### config.mk
export PLATFORM = sky130hd
export DESIGN_NAME = cbfpa_host
export DESIGN_NICKNAME = d
export VERILOG_FILES = /design/src/hw/cbfpa_pkg.sv /design/src/hw/cbfpa_host.sv /design/src/hw/cbfpa_upi.sv
export SDC_FILE = /design/constraint.sdc
export NUM_CORES = 1
export LEC_CHECK = 0
export BUFFER_PORTS_ARGS = -buffer_cell sky130_fd_sc_hd__buf_4
export CAP_MARGIN = 20
export CORE_MARGIN = 5
export CORE_UTILIZATION = 45
export CTS_BUF_LIST = sky130_fd_sc_hd__clkbuf_4 sky130_fd_sc_hd__clkbuf_8
export DETAILED_ROUTE_END_ITERATION = 7
export SLEW_MARGIN = 15
export SYNTH_ARGS = -nofsm -noshare
export SYNTH_HDL_FRONTEND = slang
export SYNTH_SLANG_ARGS = --single-unit
### constraint.sdc
create_clock -name aclk -period 2.95 [get_ports aclk]
set_input_delay 0 -clock aclk [delete_from_list [all_inputs] [get_ports aclk]]
set_output_delay 0 -clock aclk [all_outputs]
set_load 0.01 [all_outputs]
### src/hw/cbfpa_pkg.sv
// Shared constants and carrier types for the connection-memory host controller
package cbfpa_pkg;

   // Timing
   localparam int CLK_NS               = 8;
   localparam int FRAME_NS             = 125000;
   localparam int FILL_FRAMES          = 2;
   localparam int CENTER_FRAMES        = 8;
   localparam int CENTER_MARGIN_FRAMES = 1;
   localparam int FILL_WAIT_CYC_DEF    = FILL_FRAMES * FRAME_NS / CLK_NS;
   localparam int CENTER_WAIT_CYC_DEF  =
      (CENTER_FRAMES + CENTER_MARGIN_FRAMES) * FRAME_NS / CLK_NS;
   localparam int CNT_W                = 20;

   // Device register addresses (address bit 7 low selects registers)
   localparam logic [7:0] DEV_IMS  = 8'h00;
   localparam logic [7:0] DEV_CTRL = 8'h01;
   localparam logic [7:0] DEV_TIM  = 8'h02;
   localparam logic [7:0] DEV_GPM  = 8'h03;
   localparam logic [7:0] DEV_ALS  = 8'h04;
   localparam int         DEV_MEM_BIT = 7;

   // Device register fields
   localparam int         GPM_FILL_EN_BIT  = 0;
   localparam int         GPM_CENTER_BIT   = 1;
   localparam int         GPM_VAL_LSB      = 4;
   localparam int         CTRL_SEL_LSB     = 0;
   localparam logic [2:0] SEL_TX_HIGH      = 3'h1;
   localparam logic [2:0] SEL_RX_HIGH      = 3'h3;
   localparam int         ALS_FRAMING_CHG  = 0;
   localparam int         ALS_RX_ALARM     = 1;
   localparam int         ALS_TX_ALARM     = 2;
   localparam int         TIM_MODE_LSB     = 0;
   localparam int         TIM_INTERNAL_CLOCK_SELECT_BIT   = 2;
   localparam logic [1:0] TIM_MODE_ONE     = 2'h0;
   localparam logic [1:0] TIM_MODE_TWO     = 2'h1;

   // Own AXI register offsets
   localparam logic [7:0] A_CMD    = 8'h00;
   localparam logic [7:0] A_CFG    = 8'h04;
   localparam logic [7:0] A_FILL   = 8'h08;
   localparam logic [7:0] A_RAW    = 8'h0c;
   localparam logic [7:0] A_STATUS = 8'h10;

   // Command bits
   localparam int CMD_INIT   = 0;
   localparam int CMD_FILL   = 1;
   localparam int CMD_CENTER = 2;
   localparam int CMD_CLR    = 3;
   localparam int CMD_RAW    = 4;

   // Field positions in own registers
   localparam int FILL_RX_BIT   = 4;
   localparam int FILL_BOTH_BIT = 5;
   localparam int RAW_WR_BIT    = 16;

   // Microport strobe timing in clock cycles
   localparam logic [3:0] UPI_ALE_CYC  = 4'h2;
   localparam logic [3:0] UPI_HOLD_CYC = 4'h1;
   localparam logic [3:0] UPI_REC_CYC  = 4'h2;

   localparam logic [1:0] RESP_OKAY   = 2'h0;
   localparam logic [1:0] RESP_SLVERR = 2'h2;

   typedef struct packed {
      logic       write;
      logic [7:0] addr;
      logic [7:0] data;
   } cbfpa_upi_req_t;

   typedef struct packed {
      logic [7:0] ad_o;
      logic       ad_oe;
      logic       ale;
      logic       cs_n;
      logic       rd_n;
      logic       wr_n;
   } cbfpa_upi_pins_t;

endpackage : cbfpa_pkg

### src/hw/cbfpa_host.sv
// Host controller: block fill, phase centering and alarm handling over the microport
//
// Contract
// - Mode one: no centering or unstable clocks while writing transmit memory.
// - Mode two: no centering or unstable clocks while writing receive memory.
// - With doubtful clocks, program memories in modes free of correction.
// - Watch alarms during memory writes and verify suspect locations afterwards.
// - Before receive fill, set serial rate, direction and memory select.
// - After two frames check enable low; else write it low to end fill.
// - Filling both memories runs the whole sequence once per memory.
// - No centering during fill; repeat fill if a framing alarm rises.
// - At power-up program mode, general purpose and timing registers.
// - Set centering only with stable clocks; no memory writes meanwhile.
// - Any write to the alarm register clears alarms and interrupt.
`timescale 1ns/100ps
module cbfpa_host
   import cbfpa_pkg::*;
#(
   parameter int FILL_WAIT_CYC   = FILL_WAIT_CYC_DEF,
   parameter int CENTER_WAIT_CYC = CENTER_WAIT_CYC_DEF,
   parameter int FILL_RETRIES    = 3
)(
   // Clock and reset
   input  wire logic        aclk,
   input  wire logic        aresetn,
   // AXI4-Lite write
   input  wire logic [7:0]  awaddr,
   input  wire logic        awvalid,
   output logic             awready,
   input  wire logic [31:0] wdata,
   input  wire logic [3:0]  wstrb,
   input  wire logic        wvalid,
   output logic             wready,
   output logic [1:0]       bresp,
   output logic             bvalid,
   input  wire logic        bready,
   // AXI4-Lite read
   input  wire logic [7:0]  araddr,
   input  wire logic        arvalid,
   output logic             arready,
   output logic [31:0]      rdata,
   output logic [1:0]       rresp,
   output logic             rvalid,
   input  wire logic        rready,
   // Device microport
   output cbfpa_upi_pins_t  upi_pins,
   input  wire logic [7:0]  upi_ad_i,
   input  wire logic        upi_dta_n,
   // Status
   output logic             busy
);

   typedef enum logic [4:0] {
      S_IDLE     = 5'h00,
      S_INIT_IMS = 5'h01,
      S_INIT_TIM = 5'h02,
      S_INIT_GPM = 5'h03,
      S_INIT_CLR = 5'h04,
      S_F_IMS    = 5'h05,
      S_F_SEL    = 5'h06,
      S_F_GO     = 5'h07,
      S_F_WAIT   = 5'h08,
      S_F_CHK    = 5'h09,
      S_F_ABORT  = 5'h0a,
      S_F_ALS    = 5'h0b,
      S_F_CLR    = 5'h0c,
      S_C_SET    = 5'h0d,
      S_C_WAIT   = 5'h0e,
      S_C_CHK    = 5'h0f,
      S_C_ABORT  = 5'h10,
      S_CLR      = 5'h11,
      S_RAW      = 5'h12,
      S_RAW_ALS  = 5'h13
   } cbfpa_hst_t;

   typedef struct packed {
      cbfpa_hst_t       st;
      logic             issued;
      logic [CNT_W-1:0] cnt;
      logic [3:0]       tries;
      logic [31:0]      cfg;
      logic [31:0]      fill;
      logic [31:0]      raw;
      logic [7:0]       rd_data;
      logic [7:0]       alarm_status_register;
      logic             init_done;
      logic             fill_done;
      logic             clk_missing;
      logic             retry_fail;
      logic             center_fail;
      logic             suspect;
      logic             refused;
      logic             bvalid;
      logic [1:0]       bresp;
      logic             rvalid;
      logic [31:0]      rdata;
      logic [1:0]       rresp;
   } cbfpa_hstate_t;

   cbfpa_hstate_t  s_r;
   cbfpa_hstate_t  s_nxt;
   cbfpa_upi_req_t op;
   logic           upi_valid;
   logic           upi_ready;
   logic           upi_done;
   logic [7:0]     upi_rdata;

   function automatic logic [31:0] merge(input logic [31:0] old_v,
                                         input logic [31:0] new_v,
                                         input logic [3:0]  strb);
      logic [31:0] r;
      r = old_v;
      for (int i = 0; i < 4; i++) begin
         if (strb[i]) r[i*8 +: 8] = new_v[i*8 +: 8];
      end
      return r;
   endfunction : merge

   cbfpa_upi u_upi (
      .aclk      (aclk),
      .aresetn   (aresetn),
      .req_valid (upi_valid),
      .req       (op),
      .req_ready (upi_ready),
      .done      (upi_done),
      .rdata     (upi_rdata),
      .pins      (upi_pins),
      .ad_i      (upi_ad_i),
      .dta_n     (upi_dta_n)
   );

   logic [7:0] ims_v;
   logic [7:0] tim_v;
   logic [7:0] gpm_v;
   logic [7:0] mask_v;
   logic [1:0] mode_v;
   logic       alarm_hit;
   logic [7:0] gpm_fill;
   logic [7:0] gpm_plain;
   logic [7:0] gpm_center;
   logic       wr_take;
   logic       rd_take;
   logic [4:0] cmd;

   always_comb begin
      ims_v  = s_r.cfg[7:0];
      tim_v  = s_r.cfg[15:8];
      gpm_v  = s_r.cfg[23:16];
      mask_v = s_r.cfg[31:24];
      mode_v = tim_v[TIM_MODE_LSB +: 2];
      // Alarms that spoil a fill or a memory write in the current mode
      alarm_hit = upi_rdata[ALS_FRAMING_CHG]
                | ((mode_v == TIM_MODE_TWO) & upi_rdata[ALS_RX_ALARM])
                | ((mode_v == TIM_MODE_ONE) & upi_rdata[ALS_TX_ALARM]);
      gpm_plain                   = gpm_v;
      gpm_plain[GPM_FILL_EN_BIT]  = 1'b0;
      gpm_plain[GPM_CENTER_BIT]   = 1'b0;
      gpm_fill                    = gpm_plain;
      gpm_fill[GPM_VAL_LSB +: 4]  = s_r.fill[3:0];
      gpm_fill[GPM_FILL_EN_BIT]   = 1'b1;
      gpm_center                  = gpm_plain;
      gpm_center[GPM_CENTER_BIT]  = 1'b1;
   end

   always_comb begin
      s_nxt   = s_r;
      op      = '0;
      busy    = (s_r.st != S_IDLE);
      wr_take = awvalid && wvalid && !s_r.bvalid;
      rd_take = arvalid && !s_r.rvalid;
      cmd     = 5'h00;

      // AXI write channel: address and data taken together
      if (s_r.bvalid && bready) s_nxt.bvalid = 1'b0;
      if (wr_take) begin
         s_nxt.bvalid = 1'b1;
         s_nxt.bresp  = RESP_OKAY;
         unique case (awaddr)
            A_CMD:    if (wstrb[0]) cmd = wdata[4:0];
            A_CFG:    s_nxt.cfg  = merge(s_r.cfg, wdata, wstrb);
            A_FILL:   s_nxt.fill = merge(s_r.fill, wdata, wstrb);
            A_RAW:    s_nxt.raw  = merge(s_r.raw, wdata, wstrb);
            A_STATUS: ;
            default:  s_nxt.bresp = RESP_SLVERR;
         endcase
      end

      // AXI read channel
      if (s_r.rvalid && rready) s_nxt.rvalid = 1'b0;
      if (rd_take) begin
         s_nxt.rvalid = 1'b1;
         s_nxt.rresp  = RESP_OKAY;
         s_nxt.rdata  = 32'h0000_0000;
         unique case (araddr)
            A_CMD:    s_nxt.rdata = 32'h0000_0000;
            A_CFG:    s_nxt.rdata = s_r.cfg;
            A_FILL:   s_nxt.rdata = {26'h000_0000, s_r.fill[5:0]};
            A_RAW:    s_nxt.rdata = {s_r.rd_data, 7'h00, s_r.raw[16:0]};
            A_STATUS: s_nxt.rdata = {8'h00, s_r.alarm_status_register, s_r.rd_data, s_r.refused,
                                     s_r.suspect, s_r.center_fail, s_r.retry_fail,
                                     s_r.clk_missing, s_r.fill_done, s_r.init_done, busy};
            default:  s_nxt.rresp = RESP_SLVERR;
         endcase
      end

      // Commands start only from idle, so centering never overlaps a fill
      if (cmd != 5'h00) begin
         if (s_r.st != S_IDLE) begin
            s_nxt.refused = 1'b1;
         end else begin
            s_nxt.refused     = 1'b0;
            s_nxt.fill_done   = 1'b0;
            s_nxt.clk_missing = 1'b0;
            s_nxt.retry_fail  = 1'b0;
            s_nxt.center_fail = 1'b0;
            s_nxt.suspect     = 1'b0;
            s_nxt.tries       = 4'h0;
            s_nxt.issued      = 1'b0;
            if (cmd[CMD_INIT])        s_nxt.st = S_INIT_IMS;
            else if (cmd[CMD_FILL])   s_nxt.st = S_F_IMS;
            else if (cmd[CMD_CENTER]) s_nxt.st = S_C_SET;
            else if (cmd[CMD_CLR])    s_nxt.st = S_CLR;
            else                      s_nxt.st = S_RAW;
         end
      end

      unique case (s_r.st)
         S_IDLE: ;
         S_INIT_IMS: begin
            op = '{1'b1, DEV_IMS, ims_v};
            if (upi_done) s_nxt.st = S_INIT_TIM;
         end
         S_INIT_TIM: begin
            op = '{1'b1, DEV_TIM, tim_v};
            if (upi_done) s_nxt.st = S_INIT_GPM;
         end
         S_INIT_GPM: begin
            op = '{1'b1, DEV_GPM, gpm_plain};
            if (upi_done) s_nxt.st = S_INIT_CLR;
         end
         S_INIT_CLR: begin
            op = '{1'b1, DEV_ALS, mask_v};
            if (upi_done) begin
               s_nxt.init_done = 1'b1;
               s_nxt.st        = S_IDLE;
            end
         end
         S_F_IMS: begin
            op = '{1'b1, DEV_IMS, ims_v};
            if (upi_done) s_nxt.st = S_F_SEL;
         end
         S_F_SEL: begin
            op = '{1'b1, DEV_CTRL, 8'h00};
            op.data[CTRL_SEL_LSB +: 3] = s_r.fill[FILL_RX_BIT] ? SEL_RX_HIGH : SEL_TX_HIGH;
            if (upi_done) s_nxt.st = S_F_GO;
         end
         S_F_GO: begin
            op = '{1'b1, DEV_GPM, gpm_fill};
            if (upi_done) begin
               s_nxt.cnt = CNT_W'(FILL_WAIT_CYC - 1);
               s_nxt.st  = S_F_WAIT;
            end
         end
         S_F_WAIT: begin
            // Two frames cover the whole high block on the path's clocks
            if (s_r.cnt == '0) s_nxt.st = S_F_CHK;
            else s_nxt.cnt = s_r.cnt - 1'b1;
         end
         S_F_CHK: begin
            op = '{1'b0, DEV_GPM, 8'h00};
            if (upi_done) begin
               s_nxt.rd_data = upi_rdata;
               if (upi_rdata[GPM_FILL_EN_BIT]) begin
                  s_nxt.clk_missing = 1'b1;
                  s_nxt.st          = S_F_ABORT;
               end else begin
                  s_nxt.st = S_F_ALS;
               end
            end
         end
         S_F_ABORT: begin
            op = '{1'b1, DEV_GPM, gpm_plain};
            if (upi_done) s_nxt.st = S_IDLE;
         end
         S_F_ALS: begin
            op = '{1'b0, DEV_ALS, 8'h00};
            if (upi_done) begin
               s_nxt.alarm_status_register = upi_rdata;
               if (alarm_hit) begin
                  s_nxt.st = S_F_CLR;
               end else if (s_r.fill[FILL_BOTH_BIT] && !s_r.fill[FILL_RX_BIT]) begin
                  s_nxt.fill[FILL_RX_BIT] = 1'b1;
                  s_nxt.tries             = 4'h0;
                  s_nxt.st                = S_F_IMS;
               end else begin
                  s_nxt.fill_done = 1'b1;
                  s_nxt.st        = S_IDLE;
               end
            end
         end
         S_F_CLR: begin
            op = '{1'b1, DEV_ALS, mask_v};
            if (upi_done) begin
               if (s_r.tries == 4'(FILL_RETRIES - 1)) begin
                  s_nxt.retry_fail = 1'b1;
                  s_nxt.st         = S_IDLE;
               end else begin
                  s_nxt.tries = s_r.tries + 4'h1;
                  s_nxt.st    = S_F_SEL;
               end
            end
         end
         S_C_SET: begin
            op = '{1'b1, DEV_GPM, gpm_center};
            if (upi_done) begin
               s_nxt.cnt = CNT_W'(CENTER_WAIT_CYC - 1);
               s_nxt.st  = S_C_WAIT;
            end
         end
         S_C_WAIT: begin
            // Memory writes are held off while centering runs
            if (s_r.cnt == '0) s_nxt.st = S_C_CHK;
            else s_nxt.cnt = s_r.cnt - 1'b1;
         end
         S_C_CHK: begin
            op = '{1'b0, DEV_GPM, 8'h00};
            if (upi_done) begin
               s_nxt.rd_data = upi_rdata;
               if (upi_rdata[GPM_CENTER_BIT]) begin
                  s_nxt.center_fail = 1'b1;
                  s_nxt.st          = S_C_ABORT;
               end else begin
                  s_nxt.st = S_IDLE;
               end
            end
         end
         S_C_ABORT: begin
            op = '{1'b1, DEV_GPM, gpm_plain};
            if (upi_done) s_nxt.st = S_IDLE;
         end
         S_CLR: begin
            op = '{1'b1, DEV_ALS, mask_v};
            if (upi_done) s_nxt.st = S_IDLE;
         end
         S_RAW: begin
            op = '{s_r.raw[RAW_WR_BIT], s_r.raw[7:0], s_r.raw[15:8]};
            if (upi_done) begin
               s_nxt.rd_data = upi_rdata;
               if (s_r.raw[RAW_WR_BIT] && s_r.raw[DEV_MEM_BIT]) s_nxt.st = S_RAW_ALS;
               else s_nxt.st = S_IDLE;
            end
         end
         S_RAW_ALS: begin
            op = '{1'b0, DEV_ALS, 8'h00};
            if (upi_done) begin
               s_nxt.alarm_status_register = upi_rdata;
               if (alarm_hit) s_nxt.suspect = 1'b1;
               s_nxt.st = S_IDLE;
            end
         end
         default: s_nxt.st = S_IDLE;
      endcase

      // One microport request per bus state
      upi_valid = (s_r.st != S_IDLE) && (s_r.st != S_F_WAIT)
                && (s_r.st != S_C_WAIT) && !s_r.issued;
      if (upi_valid && upi_ready) s_nxt.issued = 1'b1;
      if (upi_done) s_nxt.issued = 1'b0;
   end

   always_ff @(posedge aclk) begin
      if (!aresetn) begin
         s_r    <= '0;
         s_r.st <= S_IDLE;
      end else begin
         s_r <= s_nxt;
      end
   end

   assign awready = wr_take;
   assign wready  = wr_take;
   assign bvalid  = s_r.bvalid;
   assign bresp   = s_r.bresp;
   assign arready = rd_take;
   assign rvalid  = s_r.rvalid;
   assign rdata   = s_r.rdata;
   assign rresp   = s_r.rresp;

endmodule : cbfpa_host

### src/hw/cbfpa_upi.sv
// Multiplexed microport bus-cycle engine toward the switch device
`timescale 1ns/100ps
module cbfpa_upi
   import cbfpa_pkg::*;
(
   // Clock and reset
   input  wire logic            aclk,
   input  wire logic            aresetn,
   // Request side
   input  wire logic            req_valid,
   input  wire cbfpa_upi_req_t  req,
   output logic                 req_ready,
   output logic                 done,
   output logic [7:0]           rdata,
   // Device pins
   output cbfpa_upi_pins_t      pins,
   input  wire logic [7:0]      ad_i,
   input  wire logic            dta_n
);

   typedef enum logic [2:0] {
      U_IDLE = 3'h0,
      U_ADDR = 3'h1,
      U_HOLD = 3'h2,
      U_STRB = 3'h3,
      U_REC  = 3'h4
   } cbfpa_ust_t;

   typedef struct packed {
      cbfpa_ust_t      st;
      logic [3:0]      cnt;
      cbfpa_upi_req_t  req;
      cbfpa_upi_pins_t pins;
      logic [7:0]      rdata;
      logic            done;
      logic            dta_s1;
      logic            dta_s2;
      logic [7:0]      ad_s1;
      logic [7:0]      ad_s2;
   } cbfpa_ustate_t;

   cbfpa_ustate_t s_r;
   cbfpa_ustate_t s_nxt;

   always_comb begin
      s_nxt        = s_r;
      s_nxt.done   = 1'b0;
      s_nxt.dta_s1 = dta_n;
      s_nxt.dta_s2 = s_r.dta_s1;
      s_nxt.ad_s1  = ad_i;
      s_nxt.ad_s2  = s_r.ad_s1;
      unique case (s_r.st)
         U_IDLE: begin
            if (req_valid) begin
               s_nxt.req        = req;
               s_nxt.pins.ad_o  = req.addr;
               s_nxt.pins.ad_oe = 1'b1;
               s_nxt.pins.ale   = 1'b1;
               s_nxt.cnt        = UPI_ALE_CYC - 4'h1;
               s_nxt.st         = U_ADDR;
            end
         end
         U_ADDR: begin
            if (s_r.cnt == 4'h0) begin
               s_nxt.pins.ale = 1'b0;
               s_nxt.cnt      = UPI_HOLD_CYC - 4'h1;
               s_nxt.st       = U_HOLD;
            end else begin
               s_nxt.cnt = s_r.cnt - 4'h1;
            end
         end
         U_HOLD: begin
            if (s_r.cnt == 4'h0) begin
               s_nxt.pins.cs_n  = 1'b0;
               s_nxt.pins.wr_n  = ~s_r.req.write;
               s_nxt.pins.rd_n  = s_r.req.write;
               s_nxt.pins.ad_o  = s_r.req.data;
               s_nxt.pins.ad_oe = s_r.req.write;
               s_nxt.st         = U_STRB;
            end else begin
               s_nxt.cnt = s_r.cnt - 4'h1;
            end
         end
         U_STRB: begin
            // No timeout: a missing device clock stalls here by design
            if (!s_r.dta_s2) begin
               s_nxt.rdata     = s_r.ad_s2;
               s_nxt.pins.cs_n = 1'b1;
               s_nxt.pins.rd_n = 1'b1;
               s_nxt.pins.wr_n = 1'b1;
               s_nxt.cnt       = UPI_REC_CYC - 4'h1;
               s_nxt.st        = U_REC;
            end
         end
         U_REC: begin
            if (s_r.cnt == 4'h0) begin
               s_nxt.pins.ad_oe = 1'b0;
               s_nxt.done       = 1'b1;
               s_nxt.st         = U_IDLE;
            end else begin
               s_nxt.cnt = s_r.cnt - 4'h1;
            end
         end
         default: s_nxt.st = U_IDLE;
      endcase
   end

   always_ff @(posedge aclk) begin
      if (!aresetn) begin
         s_r           <= '0;
         s_r.st        <= U_IDLE;
         s_r.pins.cs_n <= 1'b1;
         s_r.pins.rd_n <= 1'b1;
         s_r.pins.wr_n <= 1'b1;
         s_r.dta_s1    <= 1'b1;
         s_r.dta_s2    <= 1'b1;
      end else begin
         s_r <= s_nxt;
      end
   end

   assign req_ready = (s_r.st == U_IDLE);
   assign done      = s_r.done;
   assign rdata     = s_r.rdata;
   assign pins      = s_r.pins;

endmodule : cbfpa_upi

---- Word level (Yosys, flattened, before mapping) ----
Index checks and enable logic that the tools add are counted.
operators by class
  add/subtract/negate cells ............... 3
  multipliers ............................. 0
  div/mod/pow operators ................... 0
  $lt $le $gt $ge ......................... 0
  equality and inequality tests ........... 45
  shift-type cells ........................ 0
  muxes and demuxes ....................... 102
  bitwise logic cells ..................... 7
  reduce and logical (&&, ||, !) cells .... 68
operator list
  cell                     count
  $pmux W17 S10            1
  $mux W5                  26
  $pmux W32 S4             1
  $pmux W5 S16             1
  $mux W20                 3
  $pmux W20 S3             1
  $eq A5 B4 Y1 const B     8
  $mux W4                  10
  $mux W37                 1
  $reduce_and A3 Y1        12
  $mux W35                 1
  $mux W34                 1
  $eq A8 B4 Y1 const B     4
  $mux W32                 1
  $mux W8                  4
  $mux W1                  27
  $mux W3                  7
  $eq A5 B3 Y1 const B     4
  $eq A5 B5 Y1 const B     4
  $logic_not A20 Y1        1
  $sub A20 B1 Y20 const B  1
  $mux W6                  3
  $eq A8 B3 Y1 const B     2
  $eq A8 B5 Y1 const B     2
  other kinds (43)         99
storage, ports and cells
  bits in registers ....................... 225
  bits in latches ......................... 0
  memory bits (writable) .................. 0
  ROM bits ................................ 0
  output and inout port bits .............. 55
  word-level logic and storage cells ...... 270
  memories ................................ 0

---- Longest topological paths before layout ----
Gate-level depths: netlist (run 1).
  depth in word-level cells ............... 11
  mapped depth ............................ 9

---- By module ----
From an unflattened synthesis (run 1), not the netlist that was laid out.
second synthesis, totals
  cell total of the unflattened synthesis .. 1,215
  area, all modules ....................... 10,272.4 um2
modules (own cells, without submodules)
  module      instances  cells each  area an instance (um2)  sequential area each (um2)
  cbfpa_host  1          924         7,785.0                 2,882.8
  cbfpa_upi   1          291         2,487.4                 1,121.1

---- Least setup slack after synthesis (run 1) ----
Ideal clock, no wire load.
  path type ............................... register -> register
  start ................................... reg s_r[185] (netlist bit)
  end ..................................... reg u_upi.s_r[42] (netlist bit)
  data arrival time ....................... 1,876 ps
  required time ........................... 2,880 ps
  slack ................................... 1,003 ps
  cell stages (with the launch flop) ...... 10
  buffers on the path ..................... 3
  period minus slack after synthesis ...... 1,947 ps
  cells stage by stage .................... dfxtp_1 buf_6 and3_4 o21ai_4 nand2_2 or3_1 buf_2 or4_1 buf_2 o2bb2ai_1
on the way
  word-level cells in the longest chain between the ends .. 5
  elaborated cells between the ends (all ways) .. 30
  classes of those cells .................. eq/ne (19); mux (1); reduce/logical (10)
ends and longest elaborated chain
  what                                                                   RTL line           text
  start, declared                                                        cbfpa_host.sv:100  cbfpa_hstate_t s_r;
  start signal, assigned                                                 cbfpa_host.sv:376  s_r <= s_nxt;
  parallel branches: the longest is 5 deep, another holds $pmux W17 S10  -
  end signal, assigned                                                   cbfpa_upi.sv:118   s_r <= s_nxt;
  end, declared                                                          cbfpa_upi.sv:42    cbfpa_ustate_t s_r;
Parallel ways; which one is timed is not known.
A chain may end at the register's enable or synchronous reset.

---- Final worst setup path (run 1) ----
  start ................................... reg s_r[167] (netlist bit)
  end ..................................... reg s_r[184] (netlist bit)
on the way
  word-level cells in the longest chain between the ends .. 3
  elaborated cells between the ends (all ways) .. 4
  classes of those cells .................. mux (3); reduce/logical (1)
ends and longest elaborated chain
  what                               RTL line                              text
  $logic_not A20 Y1 *                cbfpa_host.sv:266, cbfpa_host.sv:322
  $mux W5, on equally long branches  cbfpa_host.sv:322, cbfpa_host.sv:266
  $pmux W5 S16 *                     cbfpa_host.sv:227                     unique case (s_r.st)
Mark *: on every way between the ends. The rest lies on a longest branch, timed or not.

==> out/results.tsv, run 1 <==
metric	value	unit
status	complete, no violations	
Arrival @ worst endpoint	2.85	ns
Inserted Clock Buffers	17	
DRC	0	
dpl hpwl	21900	um
relative slew slack	42.0	%
max-cap violation count	0	
Max FO, Critical Path	7	
Power Internal	3.52	mW
largest family of logic cells by synthesized area	simple AND/OR/NAND/NOR gates	
Comb power frac	5.6	%
vias post-DR	9042	
Port Buffer Count	120	
number of vias per cell	5.72	
clock power share	37.7	%
antenna diode count	0	
Rows	53	
syn_area_per_cell	8.10	um2
Final Hold Vio Count	0	
Reg power frac	56.8	%
Std-Cell Core Area	21000	um2
clock slew at reported path FFs	0.12	ns
Root Buffer	clkbuf_8	
RSZ-0062 raised after global routing	no	
Final Cycle Share	84.7	%
Seq/Total Area, Yosys	41.9	%
fin crit period	2.50	ns
gp weighted congestion	1.00	
Final Slew Violations	0	
slowest cell on the critical path	nor4_1	
switching power share of the total	26.6	%
Die X	156	um
worst hold path type	input pin to flip-flop	
vias in the first global route	8405	
most common cell after layout, fill and taps aside	dfxtp_1	
pin count of the biggest net entering global routing	49	
number of distinct library cells after synthesis	75	
Yosys reg bits	200	
setup TNS	0	ns
drt first pass iters	6	
number of synthesized flops with an enable pin	0	
worst skew pair latency	0.49	ns
cells along the critical path	nor4_1 -> nand4b_1 -> nor3_2 -> o21ai_0 -> o32ai_1 -> a31oi_1	
mux cell area share after synthesis	3.05	%
Synth async-reset ratio	0	%
Sink Count	200	
DIE AREA	24200	um2
Synth Instances	1180	
routed len/inst	18.9	um
most frequent cells in the layout	200 x dfxtp_1, 196 x nand2_1, 154 x buf_4, 105 x a21oi_1, 97 x nor2_1	
Final nets	1367	
gr ovfl total	0	
startpoint types	flip-flop	
GRT Util Overall	24.3	%
clk_skew	0.0215	ns
DRT antenna net count	0	
layout cells sized above 1	16.0	%
Cell Pwr Density	421	nW/um2
initial antenna violation count	0	
Primary FF master, synth	dfxtp_1	
adder-cell area share of the yosys netlist	0.786	%
Die Y	156	um
Post-Syn Area	9550	um2
post-CTS sizing	0	
synth warn	0	
Compound-Gate Fraction of Synth Area	22.3	%
Leakage Power	4.33	nW
Initial DRC Count	857	
VDD IR-drop max	0.258	mV
deepest clock path buffer count	2	
DRT Wirelength	29900	um
XOR/XNOR share of the synthesized area	1.10	%
Synth Area in Simple Gates	23.4	%
H-tree depth	4	
worst hold slack	0.0315	ns
crit-path max cell delay	0.59	ns
critical path endpoint category	flip-flop	
P&R area growth vs syn	19.1	%
WS Path Type	flip-flop to flip-flop	
Starting Density	45.6	%
Power Total	4.80	mW
first-pass GRT wire length	47000	um
Switch Pwr	1.28	mW
Worst Tran Pin Value	0.863	ns
top-level I/O count	123	
data required time of the worst path	3.30	ns
delay-heaviest family, CP	simple AND/OR/NAND/NOR gates	
CTS tree	yes	
fmax	400	MHz
# setup viols final	0	
CP bufs+invs	0	
[repair_timing]
| item | CTS | global route |
|---|---|---|
| setup buffers | 0 | 0 |
| endpoints found under the hold margin | 84 | 0 |
| hold buffers | 53 | 0 |
[sequential cells by signal, indices dropped and copies added (netlist names), 2 cells and up]
name         flops
s_r             78
rdata           32
u_upi.s_r       25
u_upi.pins      13
u_upi.s_nxt      9
ims_v            8
mask_v           8
u_upi.rdata      8
gpm_center       6
gpm_fill         4
gpm_v            2
mode_v           2
[tightest hold or removal path, delay by kind of cell]
kind	cells	cell delay, ns
buffers and inverters	1	0.12
AND/OR/NAND/NOR	3	0.32
AO/OA/AOI/OAI	1	0.05
[layout make-up]
cell class | instances | area [um2]
fillers | 2005 | 9570
repair buffers | 208 | 1710
clock inverters | 14 | 180
multi-input cells | 851 | 4850
flip-flops and latches | 200 | 4000
well taps | 275 | 344
inverters | 15 | 56.3
clock buffers | 18 | 241
[synthesized netlist by cell type (7+ instances only)]
| cell | instances | area share, % |
|---|---|---|
| a222oi_1 | 14 | 1.5 |
| nand2_1 | 196 | 7.7 |
| mux2i_1 | 28 | 2.9 |
| nand4_1 | 9 | 0.59 |
| a22oi_1 | 25 | 2.0 |
| buf_2 | 18 | 0.94 |
| o2bb2ai_1 | 7 | 0.64 |
| a21oi_1 | 105 | 5.5 |
| a31oi_1 | 17 | 1.1 |
| and3_1 | 11 | 0.72 |
| nor2_1 | 97 | 3.8 |
| o21ai_0 | 82 | 4.3 |
| and2_1 | 26 | 1.7 |
| o21a_1 | 8 | 0.63 |
| buf_4 | 50 | 3.9 |
| nand3_1 | 28 | 1.5 |
| clkbuf_1 | 41 | 1.6 |
| dfxtp_1 | 200 | 42 |
| inv_1 | 12 | 0.47 |
| or3_1 | 7 | 0.46 |
| a221oi_1 | 12 | 1.1 |
| nor4_1 | 7 | 0.46 |
| o22ai_1 | 7 | 0.46 |
| nor3_1 | 22 | 1.2 |
| nand2b_1 | 13 | 0.85 |
| nor2b_1 | 9 | 0.59 |
[path summary, 6_finish.rpt]
kind / from / endpoint / slack, ns / depth (start not counted)
setup reg to reg: s_r[167] / s_r[184] / 0.45 / 6
setup / recovery: s_r[167] / s_r[184] / 0.45 / 6
hold / removal: wstrb[1] / s_r[138] / 0.03 / 5
hold reg to reg: u_upi.s_nxt[16] / u_upi.s_r[16] / 0.42 / 1
[power groups by stage]
| stage | registers, mW | logic (mW) | clock network, mW |
|---|---|---|---|
| after detailed placement | 2.78 | 0.208 | 0 |
| after global placement | 2.78 | 0.208 | 0 |
| after CTS | 2.72 | 0.265 | 1.84 |
| final | 2.72 | 0.266 | 1.81 |
| after global routing | 2.73 | 0.288 | 1.96 |
| after floorplan | 2.78 | 0.0885 | 0 |
[routing by layer]
layer / GRT usage, % / vias to the layer above / share of wire [%]
met3: 4.55 / 60 / 6.2
met2: 38.9 / 339 / 46
met5: 0 / - / 0
li1: - / 4396 / -
met4: 8.38 / 0 / 3.0
met1: 33.0 / 4247 / 45
[metrics by stage]
| step | instance area (um2) | util [%] | cells | setup WS [ns] |
|---|---|---|---|---|
| detailed placement | 10400 | 49.8 | 1496 | 0.528 |
| global placement | 10400 | 49.8 | 1496 | 0.585 |
| floorplan | 9560 | - | 1181 | 1.00 |
| finish | 11400 | 54.3 | 1581 | 0.451 |
| CTS | 11400 | 54.3 | 1581 | 0.474 |
| global route | 11400 | 54.3 | 1581 | 0.146 |
[logic make-up (layout without fill, tap and decap cells)]
group,count (synthesis),count (layout)
xor+xnor,12,12
other cells,1,2
mux,29,29
buf+inv,130,255
compound gates,334,334
flops,200,200
fa+ha+maj,6,6
simple gates,468,468
Power figures use the tool's default switching activity.
==> inputs of run 2 (changes only) <==
- ABC_AREA: unset -> 1
- clock period: 2.95 -> 2.5 ns (I/O delays scaled with it)
==> run 2 against run 1 <==
Effect of this change:
- critical path depth up 7
- register-to-register slack worse by 0.20 ns
- power up 31%
- via count up 7.2%
- largest power group unchanged
==> out/results.tsv, run 2 <==
metric	value	unit
status	complete, no violations	
number of distinct library cells after synthesis	44	
data required time of the worst path	2.89	ns
worst hold path type	input pin to flip-flop	
Std-Cell Core Area	21600	um2
antenna diode count	0	
fin crit period	2.25	ns
Inserted Clock Buffers	17	
relative slew slack	53.1	%
GRT Util Overall	24.9	%
DRC	0	
# setup viols final	0	
max-cap violation count	0	
drt first pass iters	5	
clock slew at reported path FFs	0.11	ns
Post-Syn Area	9810	um2
layout cells sized above 1	14.0	%
DRT antenna net count	0	
clk_skew	0.0164	ns
gp weighted congestion	0.927	
synth top area cells	dfxtp_1 41%, nand2_1 10%, a21oi_1 7.6%, nor2_1 7.0%, o21ai_0 6.9%	
Cell Area, Placed	10700	um2
CTS tree	yes	
top post-synthesis cells by count	269 x nand2_1, 200 x dfxtp_1, 183 x nor2_1	
Hold Path Stages	5	
worst slack, placed	0.277	ns
fillers	2148	
vias in the first global route	9033	
Final WS setup	0.251	ns
worst skew pair latency	0.48	ns
RSZ-0062 raised after global routing	no	
number of synthesized flops with an enable pin	0	
cells along the critical path	inv_2 -> nand3_1 -> inv_1 -> nand2_2 -> nand2_4 -> inv_4 -> nand2_2 -> nor2_4 -> nand2_4 -> nand2_2 -> nand2_1 -> nor2_1 -> nor2_1	
Port Buffer Count	120	
Initial DRC Count	717	
Top reg by flops	s_r	
most numerous cell in the Yosys netlist	nand2_1	
final core utilization	54.7	%
Worst Tran Pin Value	0.703	ns
DIE AREA	24800	um2
Final Slew Violations	0	
Reg2Reg Setup Slack	0.25	ns
Synth async-reset ratio	0	%
dpl hpwl	23300	um
vias post-DR	9697	
Power Total	6.30	mW
CP dominant cell by count	nand2_2	
Die Y	158	um
Max FO, Critical Path	17	
top-level I/O count	123	
setup TNS	0	ns
initial antenna violation count	0	
startpoint types	flip-flop	
Arrival @ worst endpoint	2.63	ns
max reg flops	78	
deepest clock path buffer count	2	
slowest cell on the critical path	dfxtp_1	
synth warn	0	
most frequent cells in the layout	269 x nand2_1, 200 x dfxtp_1, 182 x nor2_1, 159 x inv_1, 152 x buf_4	
post-CTS sizing	0	
number of vias per cell	5.21	
Cell Pwr Density	533	nW/um2
syn_area_per_cell	6.84	um2
H-tree depth	4	
Root Buffer	clkbuf_8	
Final nets	1643	
Seq/Total Area, Yosys	40.8	%
routed len/inst	16.8	um
fmax	445	MHz
pin count of the biggest net entering global routing	50	
Final Hold Vio Count	0	
Final Cycle Share	90.0	%
Primary FF master, synth	dfxtp_1	
reg2reg path depth	13	
Leakage Power	5.12	nW
Final Cell Area	11800	um2
DRT Wirelength	31300	um
Starting Density	45.4	%
critical path endpoint category	flip-flop	
P&R area growth vs syn	20.6	%
VDD IR-drop max	0.304	mV
most common cell after layout, fill and taps aside	nand2_1	
cell taking the most area after synthesis	dfxtp_1	
Synth top area share	40.8	%
Rows	54	
Sink Count	200	
first-pass GRT wire length	48800	um
Synth Instances	1434	
crit-path max cell delay	0.58	ns
WS Path Type	flip-flop to flip-flop	
Yosys reg bits	200	
gr ovfl total	0	
Die X	158	um
## run 2: stage by stage
stage | hold WS [ns] | std cells
floorplan | 0.0976 | 1435
global placement | 0.182 | 1768
detailed placement | 0.186 | 1768
CTS | 0.00207 | 1862
global route | 0.0514 | 1862
finish | 0.0223 | 1862
## run 2: final cells by class
| class | instances | area, um2 | area share [%] |
|---|---|---|---|
| repair buffers | 214 | 1760 | 14.9 |
| well taps | 280 | 350 | 2.96 |
| flip-flops and latches | 200 | 4000 | 33.9 |
| clock buffers | 17 | 234 | 1.98 |
| inverters | 172 | 648 | 5.48 |
| clock inverters | 15 | 245 | 2.07 |
| multi-input cells | 964 | 4580 | 38.7 |
## run 2: report_power, final
group	switching (mW)	internal, mW	total, mW
sequential	0.0275	3.23	3.25
combinational	0.354	0.259	0.613
clock	1.36	1.08	2.44
## run 2: kinds of logic (layout without fill, tap and decap cells)
| kind of cell | count (synthesis) | after routing | share of synthesized area (%) |
|---|---|---|---|
| buffers and inverters | 271 | 418 | 12.5 |
| adders and majority gates | 6 | 6 | 0.765 |
| AOI/OAI and AO/OA | 366 | 366 | 20.1 |
| other | 1 | 2 | 0.0382 |
| DFF | 200 | 200 | 40.8 |
| and+or+nand+nor | 582 | 582 | 25.0 |
| xor gates and xnor gates | 8 | 8 | 0.714 |
## run 2: critical path: cells and delay by family (launching register included)
family	cells	cell delay, ns
buffers and inverters	3	0.38
DFF	1	0.58
and+or+nand+nor	10	1.17
## run 2: layer usage
metal	part of all wire (%)	global-route usage, %	wire [um]
met2	47	40.8	14600
met4	3.3	9.22	1030
met5	0	0	0
met1	44	33.1	13800
met3	6.0	4.13	1870
## run 2: timing repair
item | in CTS | in global routing
endpoints found under the setup margin | 0 | 0
buffers inserted | 0 | 0
hold endpoints to repair | 76 | 0
hold buffers | 62 | 0
## run 2: final timing paths
check	endpoint	startpoint
setup / recovery	u_upi.pins[10]	s_r[186]
hold / removal	s_r[70]	wstrb[1]
hold reg to reg	u_upi.s_r[3]	u_upi.s_nxt[3]
setup reg to reg	u_upi.pins[10]	s_r[186]
==> inputs of run 3 (changes only) <==
- CORE_UTILIZATION: 45 -> 36
==> run 3 against run 2 <==
Effect of this change:
- critical path depth is 6 lower
- cell count grew 3.6%
- sequential share of layout area down 0.29 points
- clock power down 13%
- clock skew up 0.0087 ns
- die area grew 23%
- combinational power up 1%
- non-clock buffer count grew 6
- fmax is 1.7% lower
- critical endpoint is now gpm_fill[4]
- count of clock-buffer cells in the layout up 1
- power shrank 4.8%
==> out/results.tsv, run 3 (same netlist as run 2, synthesis figures left out) <==
metric	value	unit
clk_skew	0.0251	ns
DRT antenna net count	0	
Starting Density	36.5	%
most frequent cells in the layout	269 x nand2_1, 200 x dfxtp_1, 182 x nor2_1, 159 x inv_1	
Initial DRC Count	602	
H-tree depth	4	
max-cap violation count	0	
Final Slew Violations	0	
Worst setup startpoint	bvalid	
top-level I/O count	123	
Rows	60	
post-CTS sizing	0	
max reg flops	78	
vias in the first global route	9350	
Final Hold Vio Count	0	
worst skew pair latency	0.49	ns
startpoint types	flip-flop	
most common cell after layout, fill and taps aside	nand2_1	
gp weighted congestion	0.942	
setup TNS	0	ns
min-delay src	wstrb[1]	
fmax	437	MHz
gr ovfl total	0	
Final nets	1649	
Root Buffer	clkbuf_8	
VDD IR-drop max	0.264	mV
reg2reg path depth	7	
Leakage Power	5.14	nW
worst hold path type	input pin to flip-flop	
pin count of the biggest net entering global routing	45	
DRT Wirelength	31900	um
vias post-DR	9817	
drt first pass iters	5	
DIE AREA	30600	um2
r2r startpoint	bvalid	
dpl hpwl	23400	um
deepest clock path buffer count	2	
Port Buffer Count	120	
Std-Cell Core Area	26900	um2
CTS tree	yes	
P&R area growth vs syn	21.6	%
number of vias per cell	5.09	
Top reg by flops	s_r	
antenna diode count	0	
Inserted Clock Buffers	17	
initial antenna violation count	0	
critical path endpoint category	flip-flop	
Worst Tran Pin Value	0.591	ns
WHS Endpoint	s_r[70]	
data required time of the worst path	2.90	ns
RSZ-0062 raised after global routing	no	
dpl cells	1827	
Hold Path Stages	5	
Final Cycle Share	91.5	%
Sink Count	200	
GRT Util Overall	20.3	%
DRC	0	
status	complete, no violations	
reg2reg end	gpm_fill[4]	
Die X	175	um
Reg2Reg Setup Slack	0.21	ns
first-pass GRT wire length	50300	um
clock slew at reported path FFs	0.13	ns
routed len/inst	16.5	um
# setup viols final	0	
layout cells sized above 1	13.9	%
relative slew slack	60.3	%
fin crit period	2.29	ns
Arrival @ worst endpoint	2.68	ns
Die Y	175	um
Cell Pwr Density	503	nW/um2
final std cells w/o fill	1929	
WS Path Type	flip-flop to flip-flop	
Max FO, Critical Path	8	
## run 3: power by group
group          total (mW)  internal, mW  leakage (nW)  switching (mW)
combinational       0.621         0.262          3.32           0.359
sequential           3.25          3.23          1.62          0.0283
clock                2.12         0.784         0.205            1.34
total                6.00          4.27          5.14            1.73
## run 3: worst max-delay path by stage
stage	to	slack (ns)	cells past startpoint
after CTS	gpm_fill[5]	0.24	7
final	gpm_fill[4]	0.21	7
after detailed placement	s_r[177]	0.36	11
after global routing	gpm_fill[5]	0.02	7
after floorplan	u_upi.pins[6]	0.76	12
after global placement	s_r[183]	0.38	10
## run 3: timing repair
action,CTS,global route
endpoints found under the setup margin,0,0
hold endpoints to repair,85,0
setup buffers,0,0
hold buffers,70,0
## run 3: layer usage
metal | vias to the layer above | track usage [%] | wire (um)
met2 | 285 | 34.4 | 15200
met4 | 0 | 5.66 | 630
met3 | 42 | 3.83 | 1570
met5 | - | 0 | 0
li1 | 4924 | - | -
met1 | 4566 | 26.6 | 14500
## run 3: final cells by class
type / count / area (um2)
Clock buffer: 18 / 241
Clock inverter: 14 / 174
Fill cell: 2845 / 14900
Inverter: 172 / 648
Multi-Input combinational cell: 964 / 4580
Sequential cell: 200 / 4000
Tap cell: 341 / 427
Timing Repair Buffer: 220 / 1850
## run 3: worst max-delay path, cell delays in order, from the launching register on
cell           delay, ns
dfxtp_1             0.35
nor2_2              0.13
nand2_1             0.13
nor3_1              0.52
inv_1               0.26
o21ai_0             0.20
a21oi_1             0.06
dlygate4sd3_1       0.55
## run 3: stage by stage
step	area [um2]	hold slack, ns	setup WS (ns)	utilization, %	power (mW)
finish	11900	0.0538	0.213	44.4	6.00
global route	11900	0.0671	0.0159	44.4	6.26
CTS	11900	0.0319	0.243	44.4	6.05
detailed placement	10800	0.191	0.364	40.2	3.88
global placement	10800	0.187	0.376	40.2	3.88
floorplan	9810	0.0976	0.762	-	3.67
